`config.mk`:
```
export PLATFORM = sky130hd
export DESIGN_NAME = crx_top
export DESIGN_NICKNAME = d
export VERILOG_FILES = /design/src/rtl/crx_pkg.sv /design/src/rtl/crx_msg_mem.sv /design/src/rtl/crx_err_mon.sv /design/src/rtl/crx_top.sv
export VERILOG_INCLUDE_DIRS = /design/src /design/src/rtl
export SDC_FILE = /design/constraint.sdc
export NUM_CORES = 2
export LEC_CHECK = 0
export ABC_AREA = 0
export CAP_MARGIN = 5
export CELL_PAD_IN_SITES_DETAIL_PLACEMENT = 1
export CELL_PAD_IN_SITES_GLOBAL_PLACEMENT = 2
export CORE_MARGIN = 2
export CORE_UTILIZATION = 49
export CTS_CLUSTER_SIZE = 10
export DETAILED_ROUTE_END_ITERATION = 6
export DONT_BUFFER_PORTS = 1
export HOLD_SLACK_MARGIN = 0.15
export PLACE_DENSITY = 0.87
export SETUP_SLACK_MARGIN = 0.3
export SKIP_LAST_GASP = 1
export SLEW_MARGIN = 20
export SYNTH_ARGS = -nofsm -noshare
export SYNTH_HDL_FRONTEND = slang
export SYNTH_SLANG_ARGS = --single-unit
```
`constraint.sdc`:
```
create_clock -name CLK_SYS -period 13.3 [get_ports CLK_SYS]
set_input_delay 1.33 -clock CLK_SYS [delete_from_list [all_inputs] [get_ports CLK_SYS]]
set_output_delay 1.33 -clock CLK_SYS [all_outputs]
set_load 0.02 [all_outputs]
```
`src/rtl/crx_consts.svh`:
```
// Register offsets, field positions, reset values and limits of the CAN receive-overwrite block.
`ifndef CRX_CONSTS_SVH
`define CRX_CONSTS_SVH

// Register byte offsets on the AHB-Lite slave.
`define CRX_A_CTRL 8'h00
`define CRX_A_STATUS 8'h04
`define CRX_A_BT0 8'h08
`define CRX_A_BT1 8'h0c
`define CRX_A_IRQ_STS 8'h10
`define CRX_A_IRQ_CLR 8'h14
`define CRX_A_IRQ_EN 8'h18
`define CRX_A_CSEL 8'h20
`define CRX_A_CFLAGS 8'h24
`define CRX_A_DATA_LO 8'h28
`define CRX_A_DATA_HI 8'h2c

// Control register bits.
`define CRX_C_SOFT_INIT 0
`define CRX_C_LIMIT_SEL 1
`define CRX_C_ERR_IE 2
`define CRX_C_CAN_IE 3
`define CRX_C_GLB_IE 4

// Status register bits.
`define CRX_S_BUS_OFF 0
`define CRX_S_EXCEEDED 6

// Per-center flag bits.
`define CRX_F_UPD 0
`define CRX_F_IRQ 1
`define CRX_F_TXRQ 2
`define CRX_F_WOE 3
`define CRX_F_ROW 4
`define CRX_F_TXM 5
`define CRX_F_W 6

// Interrupt status, clear and enable bits.
`define CRX_I_ERR 0
`define CRX_I_RX 1
`define CRX_I_LOST 2
`define CRX_I_W 3

// Bit timing field positions.
`define CRX_BT0_PRE_MSB 5
`define CRX_BT0_PHC_LSB 6
`define CRX_BT0_PHC_MSB 7
`define CRX_BT1_T1_MSB 3
`define CRX_BT1_T2_LSB 4
`define CRX_BT1_T2_MSB 6
`define CRX_BT1_SAMP 7

// Error count thresholds, reset values and center numbering.
`define CRX_LIMIT_LO 8'h60
`define CRX_LIMIT_HI 8'h80
`define CRX_RST_BT 8'h00
`define CRX_RST_CTRL 5'h01
`define CRX_CENTERS 15
`define CRX_LAST_CENTER 4'hf

`endif

```
`src/rtl/crx_pkg.sv`:
```
// Types shared by the CAN receive-overwrite block.
`include "crx_consts.svh"
package crx_pkg;

  // State of the error-count monitor.
  typedef struct packed {
    logic exceeded;
    logic rise;
    logic fall;
  } crx_err_t;

  // State of the top module.
  typedef struct packed {
    logic hreadyout;
    logic [31:0] hrdata;
    logic wr_pend;
    logic [7:0] wr_addr;
    logic [4:0] ctrl;
    logic [7:0] bt0;
    logic [7:0] bt1;
    logic [7:0] act_bt0;
    logic [7:0] act_bt1;
    logic [3:0] center_sel;
    logic [`CRX_CENTERS-1:0][`CRX_F_W-1:0] cflags;
    logic buf_valid;
    logic [63:0] buf_data;
    logic [`CRX_I_W-1:0] irq_sts;
    logic [`CRX_I_W-1:0] irq_en;
    logic irq;
  } crx_top_t;

endpackage

```
`src/rtl/crx_msg_mem.sv`:
```
// Message storage for the receive centers with one write port and a registered read port.
`timescale 1ns/1ps
module crx_msg_mem #(
  parameter int DEPTH = 16,
  parameter int WIDTH = 64,
  parameter int AW = 4
) (
  input wire logic clk,
  input wire logic we,
  input wire logic [AW-1:0] waddr,
  input wire logic [WIDTH-1:0] wdata,
  input wire logic [AW-1:0] raddr,
  output logic [WIDTH-1:0] rdata
);

  logic [WIDTH-1:0] mem [DEPTH];

  // Array holds no reset; software reads only centers that it has seen updated.
  always_ff @(posedge clk) begin
    if (we) begin
      mem[waddr] <= wdata;
    end
    rdata <= mem[raddr];
  end

endmodule

```
`src/rtl/crx_err_mon.sv`:
```
// Compares the transmit and receive error counters against the selected alert threshold.
`timescale 1ns/1ps
`include "crx_consts.svh"
module crx_err_mon
  import crx_pkg::*;
(
  input wire logic clk,
  input wire logic rst_n,
  input wire logic [7:0] tx_cnt,
  input wire logic [7:0] rx_cnt,
  input wire logic limit_sel,
  output logic exceeded,
  output logic rise,
  output logic fall
);

  crx_err_t st_r;
  crx_err_t st_nxt;
  logic [7:0] limit;

  // Threshold follows the select bit at once; going beyond means strictly above.
  always_comb begin
    limit = limit_sel ? `CRX_LIMIT_HI : `CRX_LIMIT_LO;
    st_nxt.exceeded = (tx_cnt > limit) | (rx_cnt > limit);
    st_nxt.rise = st_nxt.exceeded & ~st_r.exceeded;
    st_nxt.fall = ~st_nxt.exceeded & st_r.exceeded;
  end

  // One register stage for the level and its edge pulses.
  always_ff @(posedge clk or negedge rst_n) begin
    if (!rst_n) begin
      st_r <= '0;
    end else begin
      st_r <= st_nxt;
    end
  end

  assign exceeded = st_r.exceeded;
  assign rise = st_r.rise;
  assign fall = st_r.fall;

endmodule

```
`src/rtl/crx_top.sv`:
```
// Receive overwrite, center 15 double buffer, error alerts and bit timing load of a CAN controller.
//
// Overview of operation
// Unread center's fate for a new message is decided by its write-over enable.
// Write-over off and unread: drop incoming message, stored message untouched.
// Write-over on and unread: overwrite data, set receiver-overwrite flag.
// Center 15 holds two messages; second goes to a hidden buffer.
// Clearing center 15 update, irq and tx flags moves buffer into memory.
// Third message to full center 15 with write-over off is discarded.
// Third message with write-over on replaces the buffered copy only.
// Limit select picks alert threshold: 96 when 0, 128 when 1.
// Exceeded bit set while either error counter is above the threshold.
// Error alert interrupts only with error, CAN and global enables set.
// With limit select 1, interrupt on both setting and clearing of exceeded.
// Timing register zero holds phase segment controls and baud prescaler.
// Timing register one holds sampling control and segment cycle counts.
// Soft-init falling by software copies both timing registers to active logic.
// Timing registers writable only in soft-init, not bus-off, out of reset.
// Software never clears soft-init while both time segment fields are zero.
// Software programs bit timing before starting the controller.
// Center 15 only receives, so its handling always concerns incoming messages.
//
// Local design decisions: the register addresses and the AHB-Lite interface to the registers.
`timescale 1ns/1ps
`include "crx_consts.svh"
module crx_top
  import crx_pkg::*;
(
  input wire logic CLK_SYS,
  input wire logic RESET_N,
  input wire logic HSEL,
  input wire logic [31:0] HADDR,
  input wire logic [1:0] HTRANS,
  input wire logic HWRITE,
  input wire logic [2:0] HSIZE,
  input wire logic [31:0] HWDATA,
  input wire logic HREADY,
  output logic HREADYOUT,
  output logic [31:0] HRDATA,
  output logic HRESP,
  input wire logic RX_VALID,
  input wire logic [3:0] RX_CENTER,
  input wire logic [63:0] RX_DATA,
  input wire logic [7:0] TX_ERR_CNT,
  input wire logic [7:0] RX_ERR_CNT,
  input wire logic BUS_OFF,
  output logic IRQ,
  output logic [5:0] ACT_PRESCALER,
  output logic [1:0] ACT_PHASE_CTRL,
  output logic [3:0] ACT_TIME_SEG_ONE,
  output logic [2:0] ACT_TIME_SEG_TWO,
  output logic ACT_SAMPLING
);

  crx_top_t st_r;
  crx_top_t st_nxt;
  logic mem_we;
  logic [3:0] mem_waddr;
  logic [63:0] mem_wdata;
  logic [63:0] mem_rdata;
  logic err_exceeded;
  logic err_rise;
  logic err_fall;

  // Message storage; read address follows the center select register, so data is ready one cycle after the select changes.
  crx_msg_mem #(
    .DEPTH(16),
    .WIDTH(64),
    .AW(4)
  ) u_mem (
    .clk(CLK_SYS),
    .we(mem_we),
    .waddr(mem_waddr),
    .wdata(mem_wdata),
    .raddr(st_r.center_sel),
    .rdata(mem_rdata)
  );

  // Error counter threshold monitor.
  crx_err_mon u_err (
    .clk(CLK_SYS),
    .rst_n(RESET_N),
    .tx_cnt(TX_ERR_CNT),
    .rx_cnt(RX_ERR_CNT),
    .limit_sel(st_r.ctrl[`CRX_C_LIMIT_SEL]),
    .exceeded(err_exceeded),
    .rise(err_rise),
    .fall(err_fall)
  );

  // Next state: bus slave, register writes, reception, buffer move and interrupt.
  always_comb begin
    logic acc;
    logic [3:0] sel_i;
    logic [3:0] rx_i;
    logic [`CRX_F_W-1:0] sel_flags;
    logic [`CRX_F_W-1:0] f;
    logic bt_open;
    logic move;
    logic err_gate;
    logic [`CRX_I_W-1:0] pend;
    acc = 1'b0;
    sel_i = 4'h0;
    rx_i = 4'h0;
    sel_flags = '0;
    f = '0;
    bt_open = 1'b0;
    move = 1'b0;
    err_gate = 1'b0;
    pend = '0;
    st_nxt = st_r;
    mem_we = 1'b0;
    mem_waddr = 4'h0;
    mem_wdata = 64'h0;

    // Address phase; the slave never stalls, so hready out stays high.
    st_nxt.hreadyout = 1'b1;
    acc = HSEL & HTRANS[1] & HREADY;
    st_nxt.wr_pend = acc & HWRITE;
    if (acc) begin
      st_nxt.wr_addr = HADDR[7:0];
    end
    sel_i = st_r.center_sel - 4'h1;
    if (st_r.center_sel != 4'h0) begin
      sel_flags = st_r.cflags[sel_i];
    end

    // Read data is registered at the address phase edge and stands in the data phase.
    if (acc && !HWRITE) begin
      case (HADDR[7:0])
        `CRX_A_CTRL: st_nxt.hrdata = {27'h0, st_r.ctrl};
        `CRX_A_STATUS: begin
          st_nxt.hrdata = 32'h0;
          st_nxt.hrdata[`CRX_S_EXCEEDED] = err_exceeded;
          st_nxt.hrdata[`CRX_S_BUS_OFF] = BUS_OFF;
        end
        `CRX_A_BT0: st_nxt.hrdata = {24'h0, st_r.bt0};
        `CRX_A_BT1: st_nxt.hrdata = {24'h0, st_r.bt1};
        `CRX_A_IRQ_STS: st_nxt.hrdata = {29'h0, st_r.irq_sts};
        `CRX_A_IRQ_EN: st_nxt.hrdata = {29'h0, st_r.irq_en};
        `CRX_A_CSEL: st_nxt.hrdata = {28'h0, st_r.center_sel};
        `CRX_A_CFLAGS: st_nxt.hrdata = {26'h0, sel_flags};
        `CRX_A_DATA_LO: st_nxt.hrdata = mem_rdata[31:0];
        `CRX_A_DATA_HI: st_nxt.hrdata = mem_rdata[63:32];
        default: st_nxt.hrdata = 32'h0;
      endcase
    end

    // Timing registers open only during soft init and away from bus-off.
    bt_open = st_r.ctrl[`CRX_C_SOFT_INIT] & ~BUS_OFF;

    // Data phase of a write; clears happen here so that hardware sets below win.
    if (st_r.wr_pend) begin
      case (st_r.wr_addr)
        `CRX_A_CTRL: begin
          st_nxt.ctrl = HWDATA[4:0];
          if (st_r.ctrl[`CRX_C_SOFT_INIT] && !HWDATA[`CRX_C_SOFT_INIT]) begin
            st_nxt.act_bt0 = st_r.bt0;
            st_nxt.act_bt1 = st_r.bt1;
          end
        end
        `CRX_A_BT0: begin
          if (bt_open) begin
            st_nxt.bt0 = HWDATA[7:0];
          end
        end
        `CRX_A_BT1: begin
          if (bt_open) begin
            st_nxt.bt1 = HWDATA[7:0];
          end
        end
        `CRX_A_IRQ_CLR: st_nxt.irq_sts = st_r.irq_sts & ~HWDATA[`CRX_I_W-1:0];
        `CRX_A_IRQ_EN: st_nxt.irq_en = HWDATA[`CRX_I_W-1:0];
        `CRX_A_CSEL: st_nxt.center_sel = HWDATA[3:0];
        `CRX_A_CFLAGS: begin
          if (st_r.center_sel != 4'h0) begin
            st_nxt.cflags[sel_i] = HWDATA[`CRX_F_W-1:0];
          end
        end
        default: st_nxt.cflags = st_nxt.cflags;
      endcase
    end

    // Center 15 is receive only; its transmit mode bit always reads zero.
    st_nxt.cflags[`CRX_CENTERS-1][`CRX_F_TXM] = 1'b0;

    // Buffer move once software has released center 15; it yields the write port to reception.
    f = st_nxt.cflags[`CRX_CENTERS-1];
    move = st_r.buf_valid & ~RX_VALID & ~f[`CRX_F_UPD] & ~f[`CRX_F_IRQ] & ~f[`CRX_F_TXRQ];
    if (move) begin
      mem_we = 1'b1;
      mem_waddr = `CRX_LAST_CENTER;
      mem_wdata = st_r.buf_data;
      st_nxt.buf_valid = 1'b0;
      st_nxt.cflags[`CRX_CENTERS-1][`CRX_F_UPD] = 1'b1;
      st_nxt.cflags[`CRX_CENTERS-1][`CRX_F_IRQ] = 1'b1;
    end

    // Reception of a message that passed filtering; center 0 does not exist.
    rx_i = RX_CENTER - 4'h1;
    if (RX_VALID && RX_CENTER != 4'h0) begin
      f = st_nxt.cflags[rx_i];
      if (RX_CENTER == `CRX_LAST_CENTER) begin
        if (!f[`CRX_F_UPD] && !st_r.buf_valid) begin
          mem_we = 1'b1;
          mem_waddr = RX_CENTER;
          mem_wdata = RX_DATA;
          f[`CRX_F_UPD] = 1'b1;
          f[`CRX_F_IRQ] = 1'b1;
          st_nxt.irq_sts[`CRX_I_RX] = 1'b1;
        end else if (!st_r.buf_valid) begin
          st_nxt.buf_valid = 1'b1;
          st_nxt.buf_data = RX_DATA;
          st_nxt.irq_sts[`CRX_I_RX] = 1'b1;
        end else if (f[`CRX_F_WOE]) begin
          st_nxt.buf_data = RX_DATA;
          f[`CRX_F_ROW] = 1'b1;
          st_nxt.irq_sts[`CRX_I_RX] = 1'b1;
        end else begin
          st_nxt.irq_sts[`CRX_I_LOST] = 1'b1;
        end
      end else if (!f[`CRX_F_TXM]) begin
        if (f[`CRX_F_UPD] && !f[`CRX_F_WOE]) begin
          st_nxt.irq_sts[`CRX_I_LOST] = 1'b1;
        end else begin
          mem_we = 1'b1;
          mem_waddr = RX_CENTER;
          mem_wdata = RX_DATA;
          if (f[`CRX_F_UPD]) begin
            f[`CRX_F_ROW] = 1'b1;
          end
          f[`CRX_F_UPD] = 1'b1;
          f[`CRX_F_IRQ] = 1'b1;
          st_nxt.irq_sts[`CRX_I_RX] = 1'b1;
        end
      end
      st_nxt.cflags[rx_i] = f;
    end

    // Error alert event; with the high limit the clearing edge counts as well.
    if (err_rise || (err_fall && st_r.ctrl[`CRX_C_LIMIT_SEL])) begin
      st_nxt.irq_sts[`CRX_I_ERR] = 1'b1;
    end

    // The error source also needs its own, the CAN and the global enables.
    err_gate = st_nxt.ctrl[`CRX_C_ERR_IE] & st_nxt.ctrl[`CRX_C_CAN_IE] & st_nxt.ctrl[`CRX_C_GLB_IE];
    pend = st_nxt.irq_sts & st_nxt.irq_en;
    pend[`CRX_I_ERR] = pend[`CRX_I_ERR] & err_gate;
    st_nxt.irq = |pend;
  end

  // State register; everything starts idle with soft init held.
  always_ff @(posedge CLK_SYS or negedge RESET_N) begin
    if (!RESET_N) begin
      st_r <= '0;
      st_r.hreadyout <= 1'b1;
      st_r.ctrl <= `CRX_RST_CTRL;
      st_r.bt0 <= `CRX_RST_BT;
      st_r.bt1 <= `CRX_RST_BT;
      st_r.act_bt0 <= `CRX_RST_BT;
      st_r.act_bt1 <= `CRX_RST_BT;
    end else begin
      st_r <= st_nxt;
    end
  end

  // Outputs come straight from the state register.
  assign HREADYOUT = st_r.hreadyout;
  assign HRDATA = st_r.hrdata;
  assign HRESP = st_r.wr_pend & 1'b0;
  assign IRQ = st_r.irq;
  assign ACT_PRESCALER = st_r.act_bt0[`CRX_BT0_PRE_MSB:0];
  assign ACT_PHASE_CTRL = st_r.act_bt0[`CRX_BT0_PHC_MSB:`CRX_BT0_PHC_LSB];
  assign ACT_TIME_SEG_ONE = st_r.act_bt1[`CRX_BT1_T1_MSB:0];
  assign ACT_TIME_SEG_TWO = st_r.act_bt1[`CRX_BT1_T2_MSB:`CRX_BT1_T2_LSB];
  assign ACT_SAMPLING = st_r.act_bt1[`CRX_BT1_SAMP];

endmodule

```
==> summary.md <==
| Metric | Value |
|---|---|
| HPWL after DPL | 88530 um |
| Clock tree buffer depth | 3 |
| Hold buffers post-CTS | 0 |
| Critical Path AT | 9140 ps |
| Syn Nets | 3225 |
| Pins Over Slew Limit | 0 |
| Routed WL per cell | 34.39 um |
| Starting Density | 0.4944 |
| DR vias/cell | 6.594 |
| Total Routed Length | 160000 um |
| Max-Cap Viols | 0 |
| CTS Sinks | 1335 |
| CP required | 13670 ps |
| Crit path max-delay family | simple AND/OR/NAND/NOR gates |
| Die Area | 114300 um2 |
| Pleak | 20.57 nW |
| Vias in the first global route | 32394 |
| Boundary Pins | 211 |
| Max Clock Freq | 0.1140 GHz |
| Largest net degree at the start of global routing | 248 |
| Startpoint type of the worst setup path | register |
| Worst setup EP type | register |
| Share of cells above drive strength 1 | 0.2245 |
| Register clock-pin slew on the reported worst setup and hold paths | 60 ps |
| Primary FF master, synth | edfxtp_1 |
| GRT Residual Overflow | 0 |
| Post-Syn Area | 54710 um2 |
| Slew headroom | 0.2331 |
| Crit-path slowest cell | dfrtp_4 |
| PwrDens | 166.1 nW/um2 |
| DRT iter0 DRCs | 3541 |
| Critical path class | register to register |
| Chip height | 338.1 um |
| Crit Path Max Fanout | 37 |
| Final setup fails | 0 |
| Status | complete, no violations |
| Final Cycle Share | 0.6594 |
| Clk_skew | 26.17 ps |
| Most frequent cells in the layout | 1024 x edfxtp_1, 338 x mux4_2, 242 x dfrtp_1, 158 x clkbuf_16, 157 x nand2_1 |
| # DRC | 0 |
| CP dominant cell by count | buf_4 |
| CP Buf/Inv Count | 4 |
| Synth async-reset ratio | 0.1850 |
| RePlAce Congestion | 0.9018 |
| Gates resized, CTS repair | 0 |
| Gate Count Post-Synth | 3048 |
| # Post-CTS Setup Buffers | 0 |
| First-pass GRT wire length | 232400 um |
| Final ANT Viol Nets | 0 |
| Core Region | 110700 um2 |
| Layout area overhead | 11.04% |
| Clk_lat worst skew | 760 ps |
| Port bufs | 0 |
| Vias | 30674 |
| CTS H-tree depth | 4 |
| Num CTS Buffers | 154 |
| Worst Hold Class | primary input to async pin |
| CP peak stage delay | 880 ps |
| Max IR drop VDD | 129.2 uV |
| PnR Total Power | 0.01009 W |
| Clock Tree Root | clkbuf_16 |
| Num rows | 122 |
| CTS tree | done |
| Mapped Avg Cell Area | 17.95 um2 |
| FILL cells | 9815 |
| #FFs+latches synth | 1335 |
| Final Hold Viols | 0 |
| Tmin final | 8769 ps |
| Total Neg Setup Slack | 0 ps |
| Commonest non-fill, non-tap cell in the layout | edfxtp_1 |
| Crit-path cells | clkinv_1 -> ha_1 -> or3b_1 -> nand4_2 -> nor2_1 -> o211ai_1 -> o31ai_1 -> nand3_1 -> or4_1 -> o21ai_4 -> buf_4 -> buf_4 -> and4_4 -> buf_4 |
| GRT Total Usage | 0.2803 |
| 1st-pass router iterations | 6 |
| Slew @ Worst Pin | 1150 ps |
| Nets@finish | 3210 |
| Initial antenna violation count | 10 |
| RSZ-0062 raised after global routing | no |
| Synth cell types | 87 |
| EDFF count, synth | 1024 |
| Die X | 338.1 um |
| Sequential area share after synthesis | 0.6985 |
| Ys Warns | 0 |
## cell usage after synthesis, drive strengths merged, types with 17 or more instances
cell    instances  area share
edfxtp       1024        0.56
mux2i          61       0.011
mux4          338        0.14
nor3           38      0.0037
clkbuf        137      0.0094
nor2          127      0.0088
buf            98       0.012
a22oi          41      0.0056
dfxtp          64       0.023
nand2         158       0.011
a21oi          96      0.0089
dfrtp         246        0.11
a211oi         32      0.0044
nor2b          26      0.0030
ha             17      0.0039
nand3          32      0.0030
mux2          143       0.029
a22o           67       0.011
o21ai          76      0.0070
## power breakdown
| part | internal, W | switching (W) |
|---|---|---|
| combinational | 0.000459 | 0.000638 |
| sequential | 0.00485 | 0.000217 |
| clock | 0.00224 | 0.00169 |
| total | 0.00755 | 0.00254 |
## layout make-up
class / instances / area [um2] / area share
Clock buffer: 268 / 4377 / 0.07205
Antenna cell: 2 / 5.005 / 0.00008238
Multi-Input combinational cell: 1460 / 15470 / 0.2547
Inverter: 18 / 67.56 / 0.001112
Sequential cell: 1335 / 38230 / 0.6293
Clock inverter: 17 / 219.0 / 0.003604
Tap cell: 1488 / 1862 / 0.03065
Timing Repair Buffer: 64 / 516.7 / 0.008506
## layer usage
metal	vias to the layer above	global-route usage	routed length, um
met4	10	0.09440	5005
li1	12203	-	-
met2	1871	0.4647	80010
met1	16235	0.3670	60150
met5	-	0	65
met3	355	0.06452	14760
## through the flow
| stage | hold slack [ps] | cell area (um2) | cells | setup slack, ps | utilization |
|---|---|---|---|---|---|
| after floorplan | 418.1 | 54710 | 3048 | 1868 | - |
| after global placement | 455.7 | 56110 | 4363 | 5058 | 0.5070 |
| after detailed placement | 476.3 | 56110 | 4363 | 4859 | 0.5070 |
| after CTS | 246.3 | 60710 | 4648 | 4787 | 0.5485 |
| after global routing | 253.6 | 60740 | 4650 | 4187 | 0.5489 |
| final | 282.3 | 60750 | 4652 | 4531 | 0.5489 |
## registers in the layout, indices dropped and copies added, names as in the netlist, 2 cells and up
register,flops
u_mem.rdata,64
ACT_PHASE_CTRL,2
ACT_TIME_SEG_TWO,3
ACT_TIME_SEG_ONE,4
ACT_PRESCALER,6
HRDATA,32
st_r,195
u_mem.mem,1024
## kinds of logic (layout without fill, tap and decap cells)
family	Yosys count	count (layout)	share of synthesized area
multiplexers	542	542	0.1797
flip-flops	1335	1335	0.6985
XOR/XNOR	6	6	0.0009607
AO/OA/AOI/OAI	419	419	0.05269
other	2	4	0.0001373
buffers and inverters	253	367	0.02216
adder cells (fa/ha/maj)	17	17	0.003888
AND/OR/NAND/NOR	474	474	0.04197
## worst reg2reg max path: cells and delay by family, from the launching register on
| kind | cells | cell delay, ps |
|---|---|---|
| simple gates | 6 | 3390 |
| buf+inv | 4 | 2560 |
| compound gates | 3 | 930 |
| flops | 1 | 880 |
| fa+ha+maj | 1 | 570 |
## path summary, 6_finish.rpt
kind                                start                to  slack, ps  cells after the start
worst max-delay path            st_r[162]  u_mem.mem[9][43]       4530                     14
worst min-delay path              RESET_N        HRDATA[11]        280                      0
worst max register to register  st_r[162]  u_mem.mem[9][43]       4530                     14
worst min register to register   st_r[34]          st_r[34]        480                      1
max in group asynchronous         RESET_N          st_r[55]      12550                      0
min in group CLK_SYS             st_r[34]          st_r[34]        480                      1
No activity file was read; power rests on OpenSTA's default activity.
